File: config.mk
export PLATFORM = sky130hd
export DESIGN_NAME = phy_reset_clock_mgmt_regs
export DESIGN_NICKNAME = d
export VERILOG_FILES = /design/src/phy_mgmt_pkg.sv /design/src/phy_reset_clock_mgmt_regs.sv
export VERILOG_INCLUDE_DIRS = /design/src
export SDC_FILE = /design/constraint.sdc
export NUM_CORES = 1
export LEC_CHECK = 0
export ABC_AREA = 1
export BUFFER_PORTS_ARGS = -buffer_cell sky130_fd_sc_hd__buf_4
export CAP_MARGIN = 20
export CORE_MARGIN = 10
export CORE_UTILIZATION = 56
export CTS_CLUSTER_SIZE = 14
export DETAILED_ROUTE_END_ITERATION = 12
export GPL_TIMING_DRIVEN = 0
export PLACE_DENSITY = 0.76
export SYNTH_ARGS = -nofsm -noshare
export SYNTH_HDL_FRONTEND = slang
export SYNTH_SLANG_ARGS = --single-unit
export TNS_END_PERCENT = 100
File: constraint.sdc
create_clock -name clock -period 1.8 [get_ports clock]
set_clock_uncertainty 0.1 [all_clocks]
set_input_delay 0.36 -clock clock [delete_from_list [all_inputs] [get_ports clock]]
set_output_delay 0.36 -clock clock [all_outputs]
set_load 0.01 [all_outputs]
File: src/phy_mgmt_regs.svh
`ifndef PHY_MGMT_REGS_SVH
`define PHY_MGMT_REGS_SVH

// Register addresses inside the vendor device.
`define VENDOR_DEVAD 5'h1E
`define ADDR_SUBSYS_RST 16'h8814
`define ADDR_MAC_IF_RST 16'h8815
`define ADDR_SYS_STATUS 16'h8818
`define ADDR_PMG_CNTRL 16'h8819
`define ADDR_DIAG_CLK 16'h882C
`define ADDR_PKG_INFO 16'h8C22
`define ADDR_GRP_CNTRL 16'h8C30

// Field positions and fixed values.
`define BIT_TRIGGER 0
`define BIT_STARTUP_DONE 0
`define BIT_POWERDOWN 1
`define BIT_FORCE_OSC 0
`define BIT_DIAG_EN 0
`define BIT_GRP_EN 0
`define PKG_CODE_W 6
`define DIAG_CLK_FIXED 16'h0002
`define GROUP_PORT_ADDR 5'h1F

// Management frame encoding.
`define ST_BIT 1'h0
`define OP_ADDRESS 2'h0
`define OP_WRITE 2'h1
`define OP_READ_INC 2'h2
`define OP_READ 2'h3
`define PREAMBLE_ONES 6'h20
`define HDR_LAST_BIT 5'h0C
`define HDR_ST_POS 12
`define HDR_OP_MSB 11
`define HDR_OP_LSB 10
`define HDR_PRT_MSB 9
`define HDR_PRT_LSB 5
`define HDR_DEV_MSB 4
`define HDR_DEV_LSB 0
`define DATA_LAST_BIT 5'h0F

// Sequencer timing.
`define CLK_PERIOD_NS 8
`define STARTUP_NS 10000
`define SUBSYS_RST_NS 1000
`define MAC_IF_RST_NS 400

`endif

File: src/phy_mgmt_pkg.sv
package phy_mgmt_pkg;

  typedef enum logic [3:0] {
    F_PRE = 4'h1,
    F_HDR = 4'h2,
    F_TA = 4'h4,
    F_DATA = 4'h8
  } frame_state_t;

  typedef enum logic [3:0] {
    S_START = 4'h1,
    S_RUN = 4'h2,
    S_SUBRST = 4'h4,
    S_MACRST = 4'h8
  } seq_state_t;

  typedef struct packed {
    logic mdc;
    logic mdio;
  } mdio_in_t;

  typedef struct packed {
    logic mdio_out;
    logic mdio_oe_n;
  } mdio_out_t;

  typedef struct packed {
    frame_state_t fs;
    logic [5:0] ones;
    logic [4:0] cnt;
    logic [15:0] sh;
    logic [1:0] op;
    logic hit;
    logic mdc;
    logic drive;
    logic dout;
    logic [15:0] addr;
    logic sub_trig;
    logic mac_trig;
    logic force_osc;
    logic diag_en;
    logic grp_en;
    seq_state_t seq;
    logic [15:0] tmr;
  } mgmt_state_t;

endpackage

File: src/phy_reset_clock_mgmt_regs.sv
`timescale 1ns/1ps
`default_nettype none
`include "phy_mgmt_regs.svh"

// Behaviour
// - subsystem reset trigger pulses reset, self-clears
// - MAC interface reset trigger pulses reset, self-clears
// - status bit zero shows start-up done
// - status bit one shows software power-down
// - read-write bit forces boot oscillator on
// - diagnostics clock enable bit, reads 0x0002 with it clear
// - six-bit read-only package type code
// - group mode accepts writes/address ops to 31
// - registers stay reachable during power-down
module phy_reset_clock_mgmt_regs
  import phy_mgmt_pkg::*;
#(
  parameter logic [5:0] PACKAGE_TYPE = 6'h00
) (
  input wire logic clock,
  input wire logic sys_rst,
  input wire mdio_in_t mgmt_in,
  output var mdio_out_t mgmt_out,
  input wire logic [4:0] port_address,
  input wire logic powerdown_state_flag,
  output logic subsystem_reset,
  output logic mac_interface_reset,
  output logic startup_done_flag,
  output logic force_boot_oscillator,
  output logic diagnostics_clock_enable
);

  localparam int STARTUP_CYC =
    (`STARTUP_NS + `CLK_PERIOD_NS - 1) / `CLK_PERIOD_NS;
  localparam int SUBRST_CYC =
    (`SUBSYS_RST_NS + `CLK_PERIOD_NS - 1) / `CLK_PERIOD_NS;
  localparam int MACRST_CYC =
    (`MAC_IF_RST_NS + `CLK_PERIOD_NS - 1) / `CLK_PERIOD_NS;
  localparam logic [15:0] STARTUP_T = 16'(STARTUP_CYC - 1);
  localparam logic [15:0] SUBRST_T = 16'(SUBRST_CYC - 1);
  localparam logic [15:0] MACRST_T = 16'(MACRST_CYC - 1);

  mgmt_state_t s_q;
  mgmt_state_t s_d;

  logic rise;
  logic bit_in;
  logic [15:0] sh_new;
  logic [1:0] hdr_op;
  logic [4:0] hdr_prt;
  logic [4:0] hdr_dev;
  logic hdr_read;
  logic hdr_hit;

  function automatic logic [15:0] read_reg(input mgmt_state_t s,
                                           input logic pd);
    logic [15:0] v;
    v = 16'h0000;
    unique case (s.addr)
      `ADDR_SUBSYS_RST: v[`BIT_TRIGGER] = s.sub_trig;
      `ADDR_MAC_IF_RST: v[`BIT_TRIGGER] = s.mac_trig;
      `ADDR_SYS_STATUS: begin
        v[`BIT_STARTUP_DONE] = (s.seq == S_RUN);
        v[`BIT_POWERDOWN] = pd;
      end
      `ADDR_PMG_CNTRL: v[`BIT_FORCE_OSC] = s.force_osc;
      `ADDR_DIAG_CLK: begin
        v = `DIAG_CLK_FIXED;
        v[`BIT_DIAG_EN] = s.diag_en;
      end
      `ADDR_PKG_INFO: v[`PKG_CODE_W-1:0] = PACKAGE_TYPE;
      `ADDR_GRP_CNTRL: v[`BIT_GRP_EN] = s.grp_en;
      default: v = 16'h0000;
    endcase
    return v;
  endfunction

  always_comb begin
    rise = mgmt_in.mdc && !s_q.mdc;
    bit_in = mgmt_in.mdio;
    sh_new = {s_q.sh[14:0], bit_in};
    hdr_op = sh_new[`HDR_OP_MSB:`HDR_OP_LSB];
    hdr_prt = sh_new[`HDR_PRT_MSB:`HDR_PRT_LSB];
    hdr_dev = sh_new[`HDR_DEV_MSB:`HDR_DEV_LSB];
    hdr_read = (hdr_op == `OP_READ) || (hdr_op == `OP_READ_INC);
    // group address accepted for writes and address ops
    // reads only answer the own port address
    hdr_hit = (sh_new[`HDR_ST_POS] == `ST_BIT) &&
              (hdr_dev == `VENDOR_DEVAD) &&
              ((hdr_prt == port_address) ||
               (s_q.grp_en && !hdr_read && hdr_prt == `GROUP_PORT_ADDR));
  end

  always_comb begin
    s_d = s_q;
    s_d.mdc = mgmt_in.mdc;

    // Sequencer runs first so that a same-cycle write of a trigger wins.
    unique case (s_q.seq)
      S_START: begin
        if (s_q.tmr == 16'h0000) begin
          s_d.seq = S_RUN;
        end else begin
          s_d.tmr = s_q.tmr - 16'h0001;
        end
      end
      S_RUN: begin
        if (s_q.sub_trig) begin
          s_d.seq = S_SUBRST;
          s_d.tmr = SUBRST_T;
        end else if (s_q.mac_trig) begin
          s_d.seq = S_MACRST;
          s_d.tmr = MACRST_T;
        end
      end
      S_SUBRST: begin
        if (s_q.tmr == 16'h0000) begin
          s_d.seq = S_RUN;
          s_d.sub_trig = 1'b0;
        end else begin
          s_d.tmr = s_q.tmr - 16'h0001;
        end
      end
      S_MACRST: begin
        // hold MAC interface reset, then self-clear
        if (s_q.tmr == 16'h0000) begin
          s_d.seq = S_RUN;
          s_d.mac_trig = 1'b0;
        end else begin
          s_d.tmr = s_q.tmr - 16'h0001;
        end
      end
    endcase

    // the frame engine is never gated by power-down.
    if (rise) begin
      unique case (s_q.fs)
        F_PRE: begin
          if (bit_in) begin
            if (s_q.ones != `PREAMBLE_ONES) begin
              s_d.ones = s_q.ones + 6'h01;
            end
          end else if (s_q.ones == `PREAMBLE_ONES) begin
            s_d.fs = F_HDR;
            s_d.cnt = 5'h00;
            s_d.sh = 16'h0000;
          end else begin
            s_d.ones = 6'h00;
          end
        end
        F_HDR: begin
          s_d.sh = sh_new;
          s_d.cnt = s_q.cnt + 5'h01;
          if (s_q.cnt == `HDR_LAST_BIT) begin
            s_d.fs = F_TA;
            s_d.cnt = 5'h00;
            s_d.op = hdr_op;
            s_d.hit = hdr_hit;
            s_d.sh = read_reg(s_q, powerdown_state_flag);
          end
        end
        F_TA: begin
          s_d.cnt = s_q.cnt + 5'h01;
          if (s_q.op == `OP_READ || s_q.op == `OP_READ_INC) begin
            s_d.drive = s_q.hit;
          end
          s_d.dout = 1'b0;
          if (s_q.cnt != 5'h00) begin
            s_d.fs = F_DATA;
            s_d.cnt = 5'h00;
            s_d.dout = s_q.sh[15];
            s_d.sh = {s_q.sh[14:0], 1'b0};
          end
        end
        F_DATA: begin
          s_d.sh = sh_new;
          s_d.dout = s_q.sh[15];
          s_d.cnt = s_q.cnt + 5'h01;
          if (s_q.cnt == `DATA_LAST_BIT) begin
            s_d.fs = F_PRE;
            s_d.ones = 6'h00;
            s_d.drive = 1'b0;
            if (s_q.hit) begin
              unique case (s_q.op)
                `OP_ADDRESS: s_d.addr = sh_new;
                `OP_READ_INC: s_d.addr = s_q.addr + 16'h0001;
                `OP_READ: s_d.addr = s_q.addr;
                `OP_WRITE: begin
                  unique case (s_q.addr)
                    `ADDR_SUBSYS_RST:
                      if (sh_new[`BIT_TRIGGER]) s_d.sub_trig = 1'b1;
                    `ADDR_MAC_IF_RST:
                      if (sh_new[`BIT_TRIGGER]) s_d.mac_trig = 1'b1;
                    `ADDR_PMG_CNTRL:
                      s_d.force_osc = sh_new[`BIT_FORCE_OSC];
                    `ADDR_DIAG_CLK: s_d.diag_en = sh_new[`BIT_DIAG_EN];
                    // host sets and clears group mode
                    `ADDR_GRP_CNTRL: s_d.grp_en = sh_new[`BIT_GRP_EN];
                    default: s_d.addr = s_q.addr;
                  endcase
                end
              endcase
            end
          end
        end
      endcase
    end
  end

  always_ff @(posedge clock) begin
    if (sys_rst) begin
      // Clock history starts high so a high clock at release is no edge.
      s_q <= '{fs: F_PRE, seq: S_START, tmr: STARTUP_T, mdc: 1'b1,
               default: '0};
    end else begin
      s_q <= s_d;
    end
  end

  always_comb begin
    mgmt_out.mdio_out = s_q.dout;
    mgmt_out.mdio_oe_n = !s_q.drive;
    subsystem_reset = (s_q.seq == S_SUBRST);
    mac_interface_reset = (s_q.seq == S_MACRST);
    startup_done_flag = (s_q.seq == S_RUN);
    force_boot_oscillator = s_q.force_osc;
    diagnostics_clock_enable = s_q.diag_en;
  end

endmodule
`default_nettype wire

==> impl_metrics.toml <==
[outcome]
status = "finished, violations left"
violations = "setup timing"

[pwr]
p_leak_nw = 2.09
clkPwrFrac_pct = 40.6
sequentialPowerShare_pct = 44.9
power_density_nw_per_um2 = 725
intPower_mw = 2.97
total_power_mw = 4.10
p_sw_share_pct = 27.6
power.switching_mw = 1.13
ir_drop_mv = 0.559
pwr-share-comb_pct = 14.6

[clocking]
clock_sinks = 78
numCtsBuffers = 9
tritoncts = "done"
cts_root_buf = "clkbuf_8"
path_clk_slew_ns = 0.09
clockBufferDepth = 2
insertion_delay_ns = 0.37
cts_max_level = 3

[route]
drt-met1-wl_um = 5210
drt-initial-drc-count = 333
vias = 4602
wl_met3_um = 745
post_drt_wl_per_cell_um = 15.8
routed.top_layer = "met4"
wl_met2_um = 6520
dr.pass1.iters = 5
antenna_left = 0
viasPerCell = 5.70
drcViolationCount = 0
wl_um = 12800

[yosys]
yosysMostFrequentCell = "nand2_1"
yosysSeqAreaShare_pct = 35.4
yosysWarnings = 0
synthCells = 640
synthFlopType = "dfxtp_1"
avgSynthCellArea_um2 = 6.90
synth_edf_count = 0
ys_ff_latch = 78
syn_area_um2 = 4410
synthTopCellsByArea = "dfxtp_1 (35%), nand2_1 (9.5%), a21oi_1 (7.5%)"
syn_nets = 660
synth_top_area_share_pct = 35.4
yosysTopAreaCell = "dfxtp_1"
async_reset_ff_share_pct = 0
synth_cell_types = 46
ys_top_cells_by_count = "nand2_1 (112), dfxtp_1 (78), nor2_1 (76), inv_1 (71), a21oi_1 (66)"

[timing]
worst_pin_slew_ns = 0.708
rsz0062_at_grt = "true"
max_freq_mhz = 547
timing.final.crit_share_pct = 102
setup_tns_ns = -0.115
max-slew-margin-rel_pct = 52.8
fin_ws_ns = -0.0273
hold_viol = 0
setup_viol = 9
slew_violations = 0
period_needed_ns = 1.83

[run]
drv_cap = 0

[setup_path]
cp_data_arrival_time_ns = 2.03
rr_worst_depth = 10
r2r_setup_slack_ns = -0.03
crit_fanout = 10
r2r-start = "s_q[63]"
r2r-end = "s_q[28]"
cp-end-kind = "register"
crit_type = "reg2reg"
critPathLaunchType = "register"
cp.required_ns = 2.00

[die]
dieArea_um2 = 11800
io-pin-count = 17
rows = 32
initial_utilization_pct = 57.4
coreArea_um2 = 7690
fp.dieH_um = 109
die_width_um = 109

[placement]
place_congestion = 0.945
postPlaceCellArea_um2 = 4680
port-buffer-count = 15
hpwl_um = 8400

[final_layout]
nets = 721
fin_util_pct = 73.5
antenna_cells = 0
drive_above_1_share_pct = 28.6
design_area_um2 = 5650
syn2layout_area_growth_pct = 28.0

[worst_hold_path]
hold_depth = 3
worstHoldStart = "mgmt_in[1]"
hp-class = "in2reg"
min_to = "s_q[43]"

[global_routing]
grt_pass1_vias = 4200
grt_pass1_wl_um = 19400
grt_start_max_net_pins = 17
grt_use_total_pct = 20.1
grt_overflow_total = 0
antenna_found_initial = 0
## how the worst max path moves through the flow
stage,endpoint,slack (ns),cells after the start,start
after floorplan,s_q[73],-0.02,13,s_q[63]
after global routing,s_q[28],-0.15,9,s_q[66]
after CTS,s_q[34],-0.09,11,s_q[63]
final,s_q[28],-0.03,10,s_q[63]
after global placement,s_q[73],-0.20,13,s_q[63]
after detailed placement,s_q[73],-0.26,13,s_q[63]
## final cells by class
cell class / count / area, um^2
multi-input cells: 463 / 2850
fillers: 627 / 2040
flip-flops and latches: 78 / 1580
repair buffers: 51 / 418
inverters: 84 / 338
clock buffers: 11 / 141
well taps: 102 / 128
clock inverters: 5 / 106
plain buffers: 14 / 90.1
## critical path, cell delays in order (launching register included)
cell	delay, ns
dfxtp_4	0.38
ha_4	0.13
inv_2	0.04
nor2_4	0.10
ha_4	0.16
buf_6	0.10
nand4_4	0.10
nor2_4	0.19
buf_4	0.20
o21ai_0	0.09
a31oi_1	0.18
## timing repair
item / CTS / global route
setup buffers: 17 / 19
pin swaps: 13 / 33
gates resized for setup: 35 / 100
gates cloned: 0 / 0
endpoints found under the hold margin: 0 / 0
setup endpoints to repair: 46 / 73
hold buffers: 0 / 0
## registers in the layout (all words and copies together) (netlist names)
register	flops
s_q	64
hdr_op	2
diagnostics_clock_enable	1
hdr_dev	4
hdr_prt	5
force_boot_oscillator	1
mgmt_out	1
## stage by stage
stage	setup WS [ns]	cells	hold slack, ns
floorplan	-0.0182	640	0.320
global placement	-0.201	757	0.336
detailed placement	-0.256	757	0.347
CTS	-0.0866	789	0.0975
global route	-0.151	808	0.138
finish	-0.0273	808	0.111
## cell families after synthesis
kind of cell    count (synthesis)  share of synthesized area (%)
flops                          78                           35.4
buf+inv                        99                           9.16
compound gates                140                           17.9
xor+xnor                       11                           2.18
fa+ha+maj                      10                           2.83
simple gates                  302                           32.6
## metal layers
metal	global-route usage [%]	up-vias
li1	-	2259
met3	2.77	35
met1	24.4	2148
met5	0	-
met2	35.1	160
met4	7.91	0
## power by group through the flow
stage / registers [mW] / clock network [mW] / logic (mW)
finish: 1.84 / 1.66 / 0.597
global route: 1.85 / 1.73 / 0.651
CTS: 1.82 / 1.65 / 0.460
detailed placement: 1.86 / 0 / 0.451
global placement: 1.86 / 0 / 0.437
floorplan: 1.85 / 0 / 0.343
## cells in the final DEF, fill, tap and decap left out, types with 10 or more instances in the layout
cell type	n
nand2_1	99
nand3_1	47
nor2_1	50
nor2_4	14
nor2_2	21
inv_2	15
nand4_1	16
buf_4	46
o21ai_1	12
a21oi_1	63
nand2_2	11
inv_1	62
clkbuf_8	10
nor3_1	12
o21ai_0	29
dfxtp_1	64
buf_6	10
dfxtp_2	12
(Power assumes the default switching activity.)
